`src/twcw_pkg.sv`:
```
package twcw_pkg;
    // Register file shape.
    localparam int          TWCW_NUM_REGS   = 7;
    localparam int          TWCW_ADDR_W     = 3;
    localparam int          TWCW_BYTE_W     = 8;
    localparam int          TWCW_BIT_CNT_W  = 3;
    localparam logic [2:0]  TWCW_LAST_BIT   = 3'h7;
    localparam logic [2:0]  TWCW_ADDR_VMC   = 3'h0;
    localparam logic [2:0]  TWCW_ADDR_LAST  = 3'h6;
    localparam int          TWCW_SEL_BIT    = 0;
    // Reset value of every register and of the control byte.
    localparam logic [7:0]  TWCW_REG_RST    = 8'h00;
    localparam logic [7:0]  TWCW_VMC_RST    = 8'h03;
    // Hard reset timing.
    localparam int          TWCW_RST_US     = 10;
    localparam int          TWCW_CLK_MHZ    = 250;
    localparam int          TWCW_RST_CYC    = TWCW_RST_US * TWCW_CLK_MHZ;
    // Shift clock divider: half period in host clocks.
    localparam int          TWCW_HALF_DIV   = 15;
    localparam int          TWCW_DIV_W      = 5;
    localparam int          TWCW_RCNT_W     = 16;
    localparam int          TWCW_BCNT_W     = 6;
    localparam logic [5:0]  TWCW_MAX_BYTES  = 6'h07;
endpackage : twcw_pkg

```
`src/twcw_if.sv`:
```
`timescale 1ns/1ps
interface twcw_if;
    logic shift_clk;
    logic load_strobe_n;
    logic serial_data_in;
    logic reg_rst_n;

    modport dev  (input shift_clk, input load_strobe_n, input serial_data_in, input reg_rst_n);
    modport host (output shift_clk, output load_strobe_n, output serial_data_in,
                  output reg_rst_n);
endinterface : twcw_if

```
`src/twcw_host.sv`:
```
`timescale 1ns/1ps
module twcw_host
    import twcw_pkg::*;
(
    // Clock and reset.
    input  logic                   clock,
    input  logic                   rst,
    // Link side.
    twcw_if.host                   link,
    // Command side.
    input  logic                   cmd_reset,
    input  logic                   cmd_write,
    input  logic [TWCW_BCNT_W-1:0] cmd_nbytes,
    input  logic [TWCW_BYTE_W-1:0] cmd_data [TWCW_NUM_REGS],
    output logic                   busy_r
);

    typedef enum {TWCW_IDLE, TWCW_HRST, TWCW_LOW, TWCW_HIGH, TWCW_END} twcw_st_t;

    twcw_st_t               st_r;
    logic [TWCW_RCNT_W-1:0] cnt_r;
    logic [TWCW_BCNT_W-1:0] nb_r;
    logic [TWCW_BCNT_W-1:0] byte_r;
    logic [2:0]             bit_r;
    logic [TWCW_BYTE_W-1:0] data_r [TWCW_NUM_REGS];
    logic                   sck_r;
    logic                   sl_r;
    logic                   sd_r;
    logic                   rn_r;

    assign link.shift_clk      = sck_r;
    assign link.load_strobe_n  = sl_r;
    assign link.serial_data_in = sd_r;
    assign link.reg_rst_n      = rn_r;

    // Sequencer: hard reset, then frames starting at address 00, LSB first.
    always_ff @(posedge clock or posedge rst) begin
        if (rst) begin
            st_r   <= TWCW_IDLE;
            cnt_r  <= '0;
            nb_r   <= '0;
            byte_r <= '0;
            bit_r  <= '0;
            sck_r  <= 1'b0;
            sl_r   <= 1'b1; // [RL10]
            sd_r   <= 1'b0;
            rn_r   <= 1'b0; // [RL9]
            busy_r <= 1'b1;
            for (int i = 0; i < TWCW_NUM_REGS; i++) begin
                data_r[i] <= TWCW_REG_RST;
            end
        end else begin
            case (st_r)
                TWCW_IDLE: begin
                    if (!rn_r || cmd_reset) begin
                        rn_r   <= 1'b0;
                        cnt_r  <= '0;
                        busy_r <= 1'b1;
                        st_r   <= TWCW_HRST;
                    end else if (cmd_write && cmd_nbytes != '0) begin
                        data_r <= cmd_data;
                        data_r[0][TWCW_SEL_BIT] <= 1'b1; // [RL7]
                        nb_r   <= (cmd_nbytes > TWCW_MAX_BYTES) ? TWCW_MAX_BYTES : cmd_nbytes;
                        byte_r <= '0; // [RL6]
                        bit_r  <= '0;
                        cnt_r  <= '0;
                        sl_r   <= 1'b0;
                        busy_r <= 1'b1;
                        st_r   <= TWCW_LOW;
                    end else begin
                        busy_r <= 1'b0;
                    end
                end
                TWCW_HRST: begin
                    // Hold reset low for the minimum hard reset time.
                    cnt_r <= cnt_r + TWCW_RCNT_W'(1);
                    if (cnt_r == TWCW_RCNT_W'(TWCW_RST_CYC - 1)) begin // [RL8]
                        rn_r <= 1'b1;
                        st_r <= TWCW_IDLE;
                    end
                end
                TWCW_LOW: begin
                    // Clock edges fall on state changes so both halves are equal.
                    sd_r  <= data_r[byte_r[TWCW_ADDR_W-1:0]][bit_r]; // [RL2]
                    cnt_r <= cnt_r + TWCW_RCNT_W'(1);
                    if (cnt_r == TWCW_RCNT_W'(TWCW_HALF_DIV - 1)) begin
                        cnt_r <= '0;
                        sck_r <= 1'b1;
                        st_r  <= TWCW_HIGH;
                    end
                end
                TWCW_HIGH: begin
                    cnt_r <= cnt_r + TWCW_RCNT_W'(1);
                    if (cnt_r == TWCW_RCNT_W'(TWCW_HALF_DIV - 1)) begin
                        cnt_r <= '0;
                        sck_r <= 1'b0;
                        bit_r <= bit_r + 3'h1;
                        if (bit_r == TWCW_LAST_BIT) begin
                            byte_r <= byte_r + TWCW_BCNT_W'(1); // [RL5]
                            st_r   <= (byte_r + TWCW_BCNT_W'(1) == nb_r) ? TWCW_END : TWCW_LOW;
                        end else begin
                            st_r <= TWCW_LOW;
                        end
                    end
                end
                TWCW_END: begin
                    // Raise strobe after the last MSB and a hold time.
                    cnt_r <= cnt_r + TWCW_RCNT_W'(1);
                    if (cnt_r == TWCW_RCNT_W'(TWCW_HALF_DIV - 1)) begin
                        sl_r  <= 1'b1; // [RL4]
                        cnt_r <= '0;
                        st_r  <= TWCW_IDLE;
                    end
                end
                default: st_r <= TWCW_IDLE;
            endcase
        end
    end

endmodule : twcw_host

```
`src/flat_wrapper.sv`:
```
// flat-port wrapper written by rule: the top's interface ports become plain ports
module twcw_host_flat import twcw_pkg::*;
  (clock, rst, cmd_reset, cmd_write, cmd_nbytes, cmd_data, busy_r, link_shift_clk, link_load_strobe_n, link_serial_data_in, link_reg_rst_n);
  twcw_if link_i ();
  input  logic clock;
  input  logic rst;
  input  logic cmd_reset;
  input  logic cmd_write;
  input  logic [TWCW_BCNT_W-1:0] cmd_nbytes;
  input  logic [TWCW_BYTE_W-1:0] cmd_data[TWCW_NUM_REGS];
  output logic busy_r;
  output wire logic [$bits(link_i.shift_clk)-1:0] link_shift_clk;
  output wire logic [$bits(link_i.load_strobe_n)-1:0] link_load_strobe_n;
  output wire logic [$bits(link_i.serial_data_in)-1:0] link_serial_data_in;
  output wire logic [$bits(link_i.reg_rst_n)-1:0] link_reg_rst_n;
  assign link_shift_clk = link_i.shift_clk;
  assign link_load_strobe_n = link_i.load_strobe_n;
  assign link_serial_data_in = link_i.serial_data_in;
  assign link_reg_rst_n = link_i.reg_rst_n;
  twcw_host u_core (.clock(clock), .rst(rst), .link(link_i), .cmd_reset(cmd_reset), .cmd_write(cmd_write), .cmd_nbytes(cmd_nbytes), .cmd_data(cmd_data), .busy_r(busy_r));
endmodule
```
`config.mk`:
```
export PLATFORM = sky130hd
export DESIGN_NAME = twcw_host_flat
export DESIGN_NICKNAME = d
export VERILOG_FILES = /design/src/twcw_pkg.sv /design/src/twcw_if.sv /design/src/twcw_host.sv /design/src/flat_wrapper.sv
export SDC_FILE = /design/constraint.sdc
export NUM_CORES = 1
export LEC_CHECK = 0
export BUFFER_PORTS_ARGS = -buffer_cell sky130_fd_sc_hd__buf_2
export CAP_MARGIN = 20
export CORE_MARGIN = 2
export CORE_UTILIZATION = 30
export CTS_CLUSTER_SIZE = 40
export DETAILED_ROUTE_END_ITERATION = 8
export GPL_TIMING_DRIVEN = 0
export PLACE_DENSITY_LB_ADDON = 0.15
export REMOVE_ABC_BUFFERS = 1
export SYNTH_ARGS = -nofsm -noshare
export SYNTH_HDL_FRONTEND = slang
export SYNTH_SLANG_ARGS = --single-unit
```
`constraint.sdc`:
```
create_clock -name clock -period 3.25 [get_ports clock]
set_input_delay 0.65 -clock clock [delete_from_list [all_inputs] [get_ports clock]]
set_output_delay 0.65 -clock clock [all_outputs]
set_load 0.005 [all_outputs]
```
Word level (Yosys, flattened, before mapping)
Cells that the tools add are included.

Register bits after elaboration: 124. Bits of input ports: 66. Output and inout port bits: 5.

$add $sub $neg: 3. Muxes and demuxes: 39. Magnitude comparators: 3. Reduce and logical (&&, ||, !) cells: 19. Bitwise operators: 2. Equality and inequality tests: 17.

Operators by type and width (count): 2-to-1 mux 32 bit (7); case mux 32 bit (5 select lines) (1); equality test 32 x 2 -> 1 bit (second input constant) (2); 2-to-1 mux 16 bit (3); case mux 16 bit (3 select lines) (1); equality test 32 x 1 -> 1 bit (second input constant) (1); equality test 32 x 3 -> 1 bit (second input constant) (1); zero test 32 bit (1); 2-to-1 mux 6 bit (5); binary-select mux 8 bit (select 3 bit) (1); adder 16 x 1 -> 16 bit (second input constant) (1); equality test 16 x 12 -> 1 bit (second input constant) (1); equality test 16 x 4 -> 1 bit (second input constant) (1); 2-to-1 mux 8 bit (2); != test 2 x 1 -> 1 bit (second input constant) (7); 2-to-1 mux 3 bit (4); case mux 6 bit (2 select lines) (1); AND reduction 5 bit (2); 2-to-1 mux 1 bit (9); AND reduction 3 bit (3); AND reduction 4 bit (2); nonzero test 2 bit (4); adder 6 x 1 -> 6 bit (second input constant) (1); equality test 6 bit (1); 19 further kinds (21).

Longest topological paths before layout
Gate-level depths: netlist of run 1.

Word-level depth: 6. Depth in mapped cells: 9.

Worst setup path before layout of run 1
No wires, ideal clock.

Path type: input -> register. Start point: in cmd_nbytes[5]. End point: reg u_core.data_r[0] (netlist bit). Path slack: 0.730 ns. Buffers on the path: 2. Arrival: 2.395 ns. Stages on the path: 6. Required time: 3.125 ns. Cell sequence: or4_1 > o311a_1 > and2_1 > clkbuf_1 > clkbuf_1 > mux2_2.

Cells in the longest elaborated chain, start to end: 3.

RTL lines: start: declaration (line flat_wrapper.sv:9) `input logic [TWCW_BCNT_W-1:0] cmd_nbytes;`; nonzero test 6 bit (line twcw_host.sv:60) `end else if (cmd_write && cmd_nbytes != '0) begin`; logical AND 1 bit (line twcw_host.sv:60); AND reduction 3 bit (no source line); end signal: assignment (line twcw_host.sv:61) `data_r <= cmd_data;`; end: declaration (line twcw_host.sv:25) `logic [TWCW_BYTE_W-1:0] data_r [TWCW_NUM_REGS];`.

No other way between the ends. A chain may end at the register's enable or synchronous reset.

Final worst setup path of run 1
Start point: reg u_core.cnt_r[0]. End point: reg u_core.cnt_r[15].

Cells in the longest elaborated chain, start to end: 3. Elaborated cells on any way between the ends: 4. Classes of those cells: add/sub: 1; eq/ne: 1; mux: 2.

RTL lines: start: declaration (line twcw_host.sv:21) `logic [TWCW_RCNT_W-1:0] cnt_r;`; start signal: assignment (line twcw_host.sv:76) `cnt_r <= cnt_r + TWCW_RCNT_W'(1);`; start signal: assignment (line twcw_host.sv:85) `cnt_r <= cnt_r + TWCW_RCNT_W'(1);`; start signal: assignment (line twcw_host.sv:93) `cnt_r <= cnt_r + TWCW_RCNT_W'(1);`; adder 16 x 1 -> 16 bit or equality test 16 x 4 -> 1 bit (tied branches); 2-to-1 mux 16 bit (line twcw_host.sv:86, twcw_host.sv:94, twcw_host.sv:109); case mux 16 bit (3 select lines) (*) (line twcw_host.sv:53) `case (st_r)`.

Every way passes the cells marked *; elsewhere a longest branch is shown, timed or not.

==> flow_metrics.py, run 1 <==
metrics = {
    "status": {
        "outcome": "finished clean",
    },
    "worst_setup_path": {
        "logic_depth_of_the_worst_register_to_register_path": 7,
        "r2r-end": "u_core.cnt_r[15]$_DFFE_PP0P_",
        "critPathLaunchType": "flip-flop",
        "worst-endpoint-required_ns": 3.45,
        "cp-end-kind": "flip-flop",
        "worst_ep_arrival_time_ns": 3.16,
        "critical_path.reg2reg.startpoint": "u_core.cnt_r[0]$_DFFE_PP0P_",
        "critPathMaxFanout": 12,
        "timing.critical_path.buf_inv": 1,
        "path_cells": "inv_1 -> ha_1 -> or3b_2 -> or4_1 -> and3_4 -> nor2_2 -> a22oi_1",
        "r2r_slack_ns": 0.28,
        "path_delay_family": "simple AND/OR/NAND/NOR gates",
        "cp_slowest_cell": "sky130_fd_sc_hd__or4_1",
        "crit_path_max_incr_delay_ns": 0.71,
        "timing.setup.critical_path_class": "flip-flop to flip-flop",
    },
    "drt": {
        "detailedRoute.firstIterationViolations": 224,
        "route.final.wire_length_um": 11500,
        "vias": 3629,
        "dr.pass1.iters": 4,
        "antenna_violating_nets_post_route": 0,
        "route.detailed.drc": 0,
        "post_drt_via_cell_ratio": 5.111,
        "wl_per_cell_um": 16.19,
    },
    "floorplan": {
        "die_h_um": 131.5,
        "start_util_pct": 30.70,
        "area_of_the_core_sq_um": 15890,
        "fp.dieW_um": 131.5,
        "core.rowCount": 46,
        "die_area_sq_um": 17290,
        "io_pins": 71,
    },
    "placed_design": {
        "io_buffer_count": 69,
        "final_wtd_congestion": 0.7427,
        "post-dp-hpwl_um": 7960,
        "placed_inst_area_sq_um": 5415,
        "place_ws_ns": 0.05315,
    },
    "sta": {
        "slew_limit_fails": 0,
        "timing.final.ws_setup_ns": 0.2819,
        "setup_repair_after_global_routing_missed_its_margin": "no",
        "fmaxAchievable_mhz": 336.9,
        "worst_clk_skew_ns": 0.008958,
        "number_of_hold_violations_in_the_final_report": 0,
        "layout_worst_path_cycle_share_pct": 91.33,
        "final-setup-viol-count": 0,
        "final_hold_slack_ns": 0.2764,
        "finalCriticalPeriod_ns": 2.968,
        "slew_headroom_pct": 25.41,
        "max_slew.worst_pin.slew_ns": 1.119,
    },
    "clock_network": {
        "tritoncts": "yes",
        "worst_setup_hold_path_clk_slew_ns": 0.08,
        "cts_buffers": 9,
        "cts_root_buf": "sky130_fd_sc_hd__clkbuf_16",
        "numClockSinks": 95,
        "clock_latency_ns": 0.35,
        "htree_levels": 3,
        "cts-root-to-sink-buffers": 2,
    },
    "global_route": {
        "globalRouteTotalUtil_pct": 13.91,
        "grt_pass1_vias": 3663,
        "global_route_wire_length_before_repair_um": 19400,
        "grt_max_degree": 73,
        "global_route.overflow_total": 0,
        "antenna_found_initial": 1,
    },
    "final_layout": {
        "layout-drive-gt1-share_pct": 33.81,
        "antenna_cells": 0,
        "nets": 560,
        "flow.area_growth_from_synthesis_pct": 17.88,
        "finalInstanceArea_sq_um": 5749,
    },
    "power_and_ir_drop": {
        "p_leak_nw": 2.667,
        "power-per-cell-area_nw_per_um2": 398.0,
        "design_power_total_mw": 2.288,
        "ir_worst_vdd_uv": 227.3,
    },
    "min_path": {
        "worst_hold_path_type": "input pin to asynchronous set/reset pin",
    },
    "synth": {
        "synth_cell_types": 65,
        "number_of_enable_type_register_cells_in_the_synthesized_netlist": 0,
        "synthesis.instances": 431,
        "synth_top_area_share_pct": 47.72,
        "number_of_warning_messages_in_the_yosys_log": 0,
        "synth.avg_cell_area_sq_um": 11.32,
        "ys_top_cells_by_count": "93 x sky130_fd_sc_hd__dfrtp_1, 57 x sky130_fd_sc_hd__mux2_2, 32 x sky130_fd_sc_hd__nand2_1, 20 x sky130_fd_sc_hd__clkbuf_1",
        "yosys-top-cells-area": "sky130_fd_sc_hd__dfrtp_1 48%, sky130_fd_sc_hd__mux2_2 13%, sky130_fd_sc_hd__mux4_2 3.2%, sky130_fd_sc_hd__mux2i_1 2.7%, sky130_fd_sc_hd__nand2_1 2.5%",
        "synth_most_common_cell": "sky130_fd_sc_hd__dfrtp_1",
        "synth.ff_latch_count": 95,
        "synth_sequential_area_ratio_pct": 48.79,
        "yosys.area.top_type": "sky130_fd_sc_hd__dfrtp_1",
        "synthesis.area_sq_um": 4877,
        "synth-async-reset-ratio_pct": 100.0,
        "synth_flop_cell": "sky130_fd_sc_hd__dfrtp_1",
    },
    "job": {
        "maxCapViolCount": 0,
    },
}
## area by class of cell
type	count	area, sq um
fill	1665	10140
inverter	8	32.53
tap	216	270.3
clock buffer	10	239.0
timing repair buffer	73	422.9
multi-input combinational	302	2355
sequential	95	2380
clock inverter	6	50.05
## through the flow
| stage | setup TNS (ns) | std cells | util (%) |
|---|---|---|---|
| floorplan | -0.04248 | 405 | - |
| global placement | -176.50 | 690 | 33.84 |
| detailed placement | 0 | 692 | 34.09 |
| CTS | 0 | 708 | 35.91 |
| global route | 0 | 710 | 36.19 |
| finish | 0 | 710 | 36.19 |
## where the power goes
part / total, mW / switching (mW) / internal, mW / leakage (nW)
Clock: 1.04 / 0.484 / 0.551 / 0.141
Sequential: 1.18 / 0 / 1.18 / 1.25
Combinational: 0.0712 / 0.0392 / 0.0320 / 1.28
Total: 2.29 / 0.524 / 1.76 / 2.67
## layout by cell type (no fill, tap or decap), types with 6 or more instances in the layout
| master | count |
|---|---|
| sky130_fd_sc_hd__buf_2 | 69 |
| sky130_fd_sc_hd__or3_1 | 6 |
| sky130_fd_sc_hd__nor3_1 | 10 |
| sky130_fd_sc_hd__dfrtp_1 | 93 |
| sky130_fd_sc_hd__o21ai_0 | 10 |
| sky130_fd_sc_hd__nand3_1 | 15 |
| sky130_fd_sc_hd__nand2_1 | 32 |
| sky130_fd_sc_hd__clkbuf_16 | 9 |
| sky130_fd_sc_hd__nor2_1 | 15 |
| sky130_fd_sc_hd__mux4_2 | 7 |
| sky130_fd_sc_hd__and3_1 | 6 |
| sky130_fd_sc_hd__mux2_2 | 57 |
| sky130_fd_sc_hd__mux2i_1 | 13 |
| sky130_fd_sc_hd__o211ai_1 | 12 |
| sky130_fd_sc_hd__nor2b_1 | 11 |
| sky130_fd_sc_hd__a21oi_1 | 16 |
| sky130_fd_sc_hd__inv_1 | 7 |
## what timing repair did
action / in CTS / in global routing
hold buffers: 0 / 0
gates resized for setup: 0 / 1
endpoints found under the setup margin: 0 / 10
setup buffers: 0 / 0
## routing by layer
metal | up-vias | track usage [%] | share of wire [%]
li1 | 1727 | - | -
met1 | 1820 | 19.27 | 48
met2 | 65 | 21.29 | 46
met3 | 15 | 3.125 | 4.2
met4 | 2 | 5.072 | 1.4
met5 | - | 0 | 0.096
## kinds of logic (layout without fill, tap and decap cells)
logic type                 Yosys count  count (layout)  share of synthesized area (%)
and+or+nand+nor                    128             128                          14.19
buffers and inverters               34              97                          3.027
AOI/OAI and AO/OA                   84              84                          11.93
DFF                                 95              95                          48.79
xor gates and xnor gates             8               8                          1.719
adders and majority gates            5               5                          1.283
muxes                               77              77                          19.06
## state kept, by name (all words and copies together), names as in the netlist
| register | flops |
|---|---|
| u_core.bit_r | 3 |
| u_core.busy_r | 1 |
| u_core.byte_r | 6 |
| u_core.cnt_r | 16 |
| u_core.data_r | 56 |
| u_core.link.load_strobe_n | 1 |
| u_core.link.reg_rst_n | 1 |
| u_core.link.serial_data_in | 1 |
| u_core.link.shift_clk | 1 |
| u_core.nb_r | 6 |
| u_core.st_r | 3 |
## worst max path at each step
stage,from,end,cells past startpoint
floorplan,cmd_reset,u_core.bit_r[0]$_DFFE_PP0P_,5
global placement,cmd_reset,u_core.bit_r[0]$_DFFE_PP0P_,6
detailed placement,u_core.cnt_r[0]$_DFFE_PP0P_,u_core.cnt_r[15]$_DFFE_PP0P_,7
CTS,u_core.cnt_r[0]$_DFFE_PP0P_,u_core.cnt_r[15]$_DFFE_PP0P_,7
global route,u_core.cnt_r[0]$_DFFE_PP0P_,u_core.cnt_r[15]$_DFFE_PP0P_,7
finish,u_core.cnt_r[0]$_DFFE_PP0P_,u_core.cnt_r[15]$_DFFE_PP0P_,7
Note: power is estimated with default switching activity, not from simulation.
==> run 2: changes to the inputs <==
- CORE_UTILIZATION: 30 -> 40
==> flow_metrics.py, run 2 (synthesis gave the netlist of run 1 again) <==
metrics = {
    "status": {
        "outcome": "finished clean",
    },
    "power_and_ir_drop": {
        "power-per-cell-area_nw_per_um2": 432.5,
        "p_leak_nw": 2.687,
        "ir_worst_vdd_uv": 294.6,
    },
    "global_route": {
        "global_route.overflow_total": 0,
        "met1_grt_util_pct": 24.13,
        "antenna_found_initial": 0,
        "global_route_wire_length_before_repair_um": 17800,
        "busiest_layer": "met2",
        "globalRouteTotalUtil_pct": 17.43,
        "grt_pass1_vias": 3519,
        "grt_max_degree": 73,
        "grt_util_met2_pct": 26.43,
        "grtUsageMet3_pct": 4.023,
    },
    "final_layout": {
        "flow.area_growth_from_synthesis_pct": 16.98,
        "nets": 559,
        "layout.filler_cells": 1078,
        "top_register": "u_core.data_r",
        "largest_reg_flops": 56,
        "non_filler_instance_count_after_layout": 640,
        "finalInstanceArea_sq_um": 5705,
        "mostFrequentLayoutCells": "93 x sky130_fd_sc_hd__dfrtp_1, 69 x sky130_fd_sc_hd__buf_2, 57 x sky130_fd_sc_hd__mux2_2, 32 x sky130_fd_sc_hd__nand2_1, 16 x sky130_fd_sc_hd__a21oi_1",
        "multiInputGateArea_sq_um": 2355,
        "layout-drive-gt1-share_pct": 33.67,
        "mostFrequentLayoutCell": "sky130_fd_sc_hd__dfrtp_1",
        "top_regs": "u_core.data_r (56), u_core.cnt_r (16)",
        "antenna_cells": 0,
        "fin_util_pct": 47.70,
        "sequential_cell_area_sq_um": 2380,
    },
    "clock_network": {
        "cts-root-to-sink-buffers": 2,
        "cts_buffers": 9,
        "tritoncts": "yes",
        "ctsHoldBuffers": 0,
        "cts_root_buf": "sky130_fd_sc_hd__clkbuf_16",
        "worst_setup_hold_path_clk_slew_ns": 0.06,
        "clock_latency_ns": 0.35,
        "numClockSinks": 95,
        "htree_levels": 3,
    },
    "worst_setup_path": {
        "timing.setup.critical_path_class": "flip-flop to flip-flop",
        "critPathLaunchType": "flip-flop",
        "critPathMaxFanout": 12,
        "worst-endpoint-required_ns": 3.45,
        "worst_ep_arrival_time_ns": 3.09,
        "cp-end-kind": "flip-flop",
    },
    "drt": {
        "post_drt_via_cell_ratio": 5.541,
        "antenna_violating_nets_post_route": 0,
        "dr.pass1.iters": 6,
        "route.detailed.drc": 0,
        "vias": 3546,
        "route.final.wire_length_um": 10340,
        "detailedRoute.firstIterationViolations": 95,
        "wl_per_cell_um": 16.15,
    },
    "floorplan": {
        "die_area_sq_um": 13090,
        "fp.dieW_um": 114.4,
        "io_pins": 71,
        "die_h_um": 114.4,
        "start_util_pct": 40.77,
        "area_of_the_core_sq_um": 11960,
        "core.rowCount": 40,
    },
    "sta": {
        "layout_worst_path_cycle_share_pct": 88.83,
        "final-setup-viol-count": 0,
        "slew_headroom_pct": 32.62,
        "finalCriticalPeriod_ns": 2.887,
        "number_of_hold_violations_in_the_final_report": 0,
        "max_slew.worst_pin.slew_ns": 1.011,
        "fmaxAchievable_mhz": 346.4,
        "setup_repair_after_global_routing_missed_its_margin": "no",
        "slew_limit_fails": 0,
        "worst_clk_skew_ns": 0.005498,
    },
    "placed_design": {
        "final_wtd_congestion": 0.8082,
        "io_buffer_count": 69,
        "placed_inst_area_sq_um": 5329,
        "post-dp-hpwl_um": 7112,
        "cell_count_post_placement": 623,
    },
    "job": {
        "maxCapViolCount": 0,
    },
    "min_path": {
        "worst_hold_path_type": "input pin to asynchronous set/reset pin",
    },
}
## run 2: report_power, final
group	switching, mW	internal [mW]	leakage, nW
Clock	0.447	0.770	0.168
Combinational	0.0367	0.0319	1.27
Sequential	0	1.18	1.25
## run 2: worst max-delay path: stages, from the launching register on
cell,delay (ns)
sky130_fd_sc_hd__dfrtp_1,0.42
sky130_fd_sc_hd__inv_1,0.07
sky130_fd_sc_hd__ha_1,0.13
sky130_fd_sc_hd__or3b_2,0.46
sky130_fd_sc_hd__or4_1,0.70
sky130_fd_sc_hd__and3_4,0.34
sky130_fd_sc_hd__nor2_2,0.43
sky130_fd_sc_hd__a22oi_1,0.18
## run 2: metrics by stage
stage           TNS, ns  total power, mW  hold WS (ns)  worst slack [ns]
6_report              0            2.467        0.3534            0.3630
5_1_grt               0            2.559        0.3993            0.1651
4_1_cts               0            2.506        0.3739           0.07387
3_5_place_dp          0            1.276        0.4509            0.1022
3_3_place_gp    -158.08            1.270        0.4469            -1.077
2_1_floorplan  -0.04248            1.224        0.4346          -0.04248
## run 2: final cells by class
| type | instances | share of cell area, % |
|---|---|---|
| Timing Repair Buffer | 72 | 7.149 |
| Clock inverter | 6 | 1.886 |
| Multi-Input combinational cell | 302 | 41.27 |
| Tap cell | 147 | 3.224 |
| Sequential cell | 95 | 41.71 |
| Clock buffer | 10 | 4.189 |
| Inverter | 8 | 0.5702 |
## run 2: final timing paths
check / start / endpoint / slack (ns) / cells after the start
worst max-delay path: u_core.cnt_r[0]$_DFFE_PP0P_ / u_core.cnt_r[11]$_DFFE_PP0P_ / 0.36 / 7
worst min-delay path: rst / u_core.data_r[44]$_DFFE_PP0P_ / 0.35 / 2
worst max register to register: u_core.cnt_r[0]$_DFFE_PP0P_ / u_core.cnt_r[11]$_DFFE_PP0P_ / 0.36 / 7
worst min register to register: u_core.data_r[48]$_DFFE_PP0P_ / u_core.data_r[48]$_DFFE_PP0P_ / 0.47 / 1
max in group asynchronous: rst / u_core.busy_r$_DFFE_PP1P_ / 2.21 / 3
min in group clock: u_core.data_r[48]$_DFFE_PP0P_ / u_core.data_r[48]$_DFFE_PP0P_ / 0.47 / 1
## run 2: layer usage
layer,up-vias,share of wire [%]
li1,1722,-
met1,1727,46
met2,86,47
met3,11,5.6
met4,0,1.6
met5,-,0
## run 2: timing repair
item / CTS / global route
endpoints found under the setup margin: 0 / 10
hold endpoints to repair: 0 / 0
setup buffers: 0 / 0
gates resized for setup: 0 / 1
==> run 3: changes to the inputs <==
- CORE_MARGIN: 2 -> unset
- CORE_UTILIZATION: 40 -> 52
==> flow_metrics.py, run 3 (synthesis gave the netlist of run 1 again) <==
metrics = {
    "status": {
        "outcome": "finished clean",
    },
    "global_route": {
        "globalRouteTotalUtil_pct": 23.59,
        "antenna_found_initial": 0,
        "global_route_wire_length_before_repair_um": 18200,
        "global_route.overflow_total": 0,
        "grt_pass1_vias": 3752,
        "grt_max_degree": 73,
    },
    "worst_setup_path": {
        "path_cells": "or4_4 -> or4_1 -> and3_4 -> nor2_2 -> a22oi_1",
        "critPathLaunchType": "flip-flop",
        "r2r_slack_ns": 0.32,
        "cp-end-kind": "flip-flop",
        "critPathMaxFanout": 12,
        "cp_slowest_cell": "sky130_fd_sc_hd__or4_1",
        "timing.setup.critical_path_class": "flip-flop to flip-flop",
        "worst_ep_arrival_time_ns": 3.16,
        "critical_path.reg2reg.startpoint": "u_core.cnt_r[4]$_DFFE_PP0P_",
        "crit_path_max_incr_delay_ns": 0.76,
        "r2r-end": "u_core.cnt_r[13]$_DFFE_PP0P_",
        "logic_depth_of_the_worst_register_to_register_path": 5,
        "worst-endpoint-required_ns": 3.48,
    },
    "clock_network": {
        "ctsHoldBuffers": 0,
        "tritoncts": "yes",
        "htree_levels": 3,
        "worst_setup_hold_path_clk_slew_ns": 0.09,
        "clock_latency_ns": 0.37,
        "numClockSinks": 95,
        "cts_buffers": 9,
        "cts_root_buf": "sky130_fd_sc_hd__clkbuf_8",
        "cts-root-to-sink-buffers": 2,
    },
    "final_layout": {
        "largest_reg_flops": 56,
        "layout-drive-gt1-share_pct": 33.54,
        "finalInstanceArea_sq_um": 5472,
        "nets": 558,
        "mostFrequentLayoutCell": "sky130_fd_sc_hd__dfrtp_1",
        "layout.filler_cells": 753,
        "flow.area_growth_from_synthesis_pct": 12.19,
        "mostFrequentLayoutCells": "93 x sky130_fd_sc_hd__dfrtp_1, 69 x sky130_fd_sc_hd__buf_2, 57 x sky130_fd_sc_hd__mux2_2, 32 x sky130_fd_sc_hd__nand2_1, 16 x sky130_fd_sc_hd__a21oi_1",
        "top_regs": "u_core.data_r (56), u_core.cnt_r (16)",
        "top_register": "u_core.data_r",
        "antenna_cells": 0,
    },
    "job": {
        "maxCapViolCount": 0,
    },
    "min_path": {
        "worst_hold_path_type": "input pin to asynchronous set/reset pin",
    },
    "placed_design": {
        "placed_inst_area_sq_um": 5280,
        "final_wtd_congestion": 0.7961,
        "io_buffer_count": 69,
        "post-dp-hpwl_um": 7043,
    },
    "drt": {
        "antenna_violating_nets_post_route": 0,
        "wl_per_cell_um": 17.23,
        "dr.pass1.iters": 4,
        "route.final.wire_length_um": 10340,
        "route.detailed.drc": 0,
        "detailedRoute.firstIterationViolations": 172,
        "vias": 3659,
        "post_drt_via_cell_ratio": 6.098,
    },
    "floorplan": {
        "die_area_sq_um": 9770,
        "area_of_the_core_sq_um": 8891,
        "core.rowCount": 34,
        "fp.dieW_um": 98.85,
        "die_h_um": 98.85,
        "io_pins": 71,
        "start_util_pct": 54.86,
    },
    "sta": {
        "slew_headroom_pct": 25.03,
        "slew_limit_fails": 0,
        "setup_repair_after_global_routing_missed_its_margin": "no",
        "worst_clk_skew_ns": 0.01485,
        "final-setup-viol-count": 0,
        "fmaxAchievable_mhz": 341.0,
        "setup_total_negative_slack_ns": 0,
        "layout_worst_path_cycle_share_pct": 90.23,
        "max_slew.worst_pin.slew_ns": 1.125,
        "final_hold_slack_ns": 0.3768,
        "finalCriticalPeriod_ns": 2.932,
        "number_of_hold_violations_in_the_final_report": 0,
    },
    "power_and_ir_drop": {
        "power-per-cell-area_nw_per_um2": 366.4,
        "ir_worst_vdd_uv": 249.3,
        "design_power_total_mw": 2.005,
        "p_leak_nw": 2.598,
    },
}
==> run 3: cell types whose count changed in the layout (fill, tap and decap cells not counted) <==
| cell | delta |
|---|---|
| sky130_fd_sc_hd__buf_16 | -1 |
| sky130_fd_sc_hd__bufinv_16 | -3 |
| sky130_fd_sc_hd__clkbuf_16 | -9 |
| sky130_fd_sc_hd__clkbuf_8 | +9 |
| sky130_fd_sc_hd__clkinv_2 | -2 |
| sky130_fd_sc_hd__clkinv_4 | +2 |
| sky130_fd_sc_hd__inv_6 | +3 |
==> run 3: per-stage QoR <==
| stage | util [%] | std cells | worst slack (ns) |
|---|---|---|---|
| final | 61.54 | 600 | 0.3176 |
| after global routing | 61.54 | 600 | 0.1543 |
| after CTS | 61.51 | 600 | 0.08073 |
| after detailed placement | 59.39 | 584 | 0.1087 |
| after global placement | 58.94 | 582 | -1.064 |
| after floorplan | - | 405 | -0.04248 |
==> run 3: cell type report <==
cell class | count | area, sq um | area share [%]
Inverter | 8 | 32.53 | 0.5946
Timing Repair Buffer | 71 | 380.4 | 6.952
Tap cell | 108 | 135.1 | 2.470
Clock buffer | 10 | 137.6 | 2.515
Sequential cell | 95 | 2380 | 43.49
Clock inverter | 6 | 51.30 | 0.9376
Multi-Input combinational cell | 302 | 2355 | 43.04
==> run 3: power breakdown <==
part	switching (mW)	internal [mW]	leakage (nW)
combinational	0.0373	0.0319	1.26
clock	0.444	0.310	0.0939
sequential	0	1.18	1.25
total	0.482	1.52	2.60
==> run 3: how the worst max path moves through the flow <==
stage                                      from                           end
global route        u_core.cnt_r[0]$_DFFE_PP0P_  u_core.cnt_r[13]$_DFFE_PP0P_
CTS                 u_core.cnt_r[4]$_DFFE_PP0P_  u_core.cnt_r[15]$_DFFE_PP0P_
detailed placement  u_core.cnt_r[4]$_DFFE_PP0P_  u_core.cnt_r[15]$_DFFE_PP0P_
finish              u_core.cnt_r[4]$_DFFE_PP0P_  u_core.cnt_r[13]$_DFFE_PP0P_
floorplan                             cmd_reset   u_core.bit_r[0]$_DFFE_PP0P_
global placement                      cmd_reset   u_core.bit_r[0]$_DFFE_PP0P_
==> run 3: layer usage <==
| layer | share of wire, % | vias to the layer above | global-route usage [%] |
|---|---|---|---|
| li1 | - | 1727 | - |
| met1 | 45 | 1827 | 32.33 |
| met2 | 48 | 91 | 37.60 |
| met3 | 5.6 | 14 | 4.468 |
| met4 | 1.5 | 0 | 8.611 |
| met5 | 0 | - | 0 |
==> run 3: critical path, delay by kind of cell, from the launching register on <==
kind             cells  cell delay [ns]
flip-flops           1             0.46
AO/OA/AOI/OAI        1             0.18
AND/OR/NAND/NOR      4             2.15
==> run 3: timing repair <==
item,in CTS,in global routing
gates resized for setup,0,1
endpoints found under the hold margin,0,0
buffers inserted,0,0
endpoints found under the setup margin,0,10
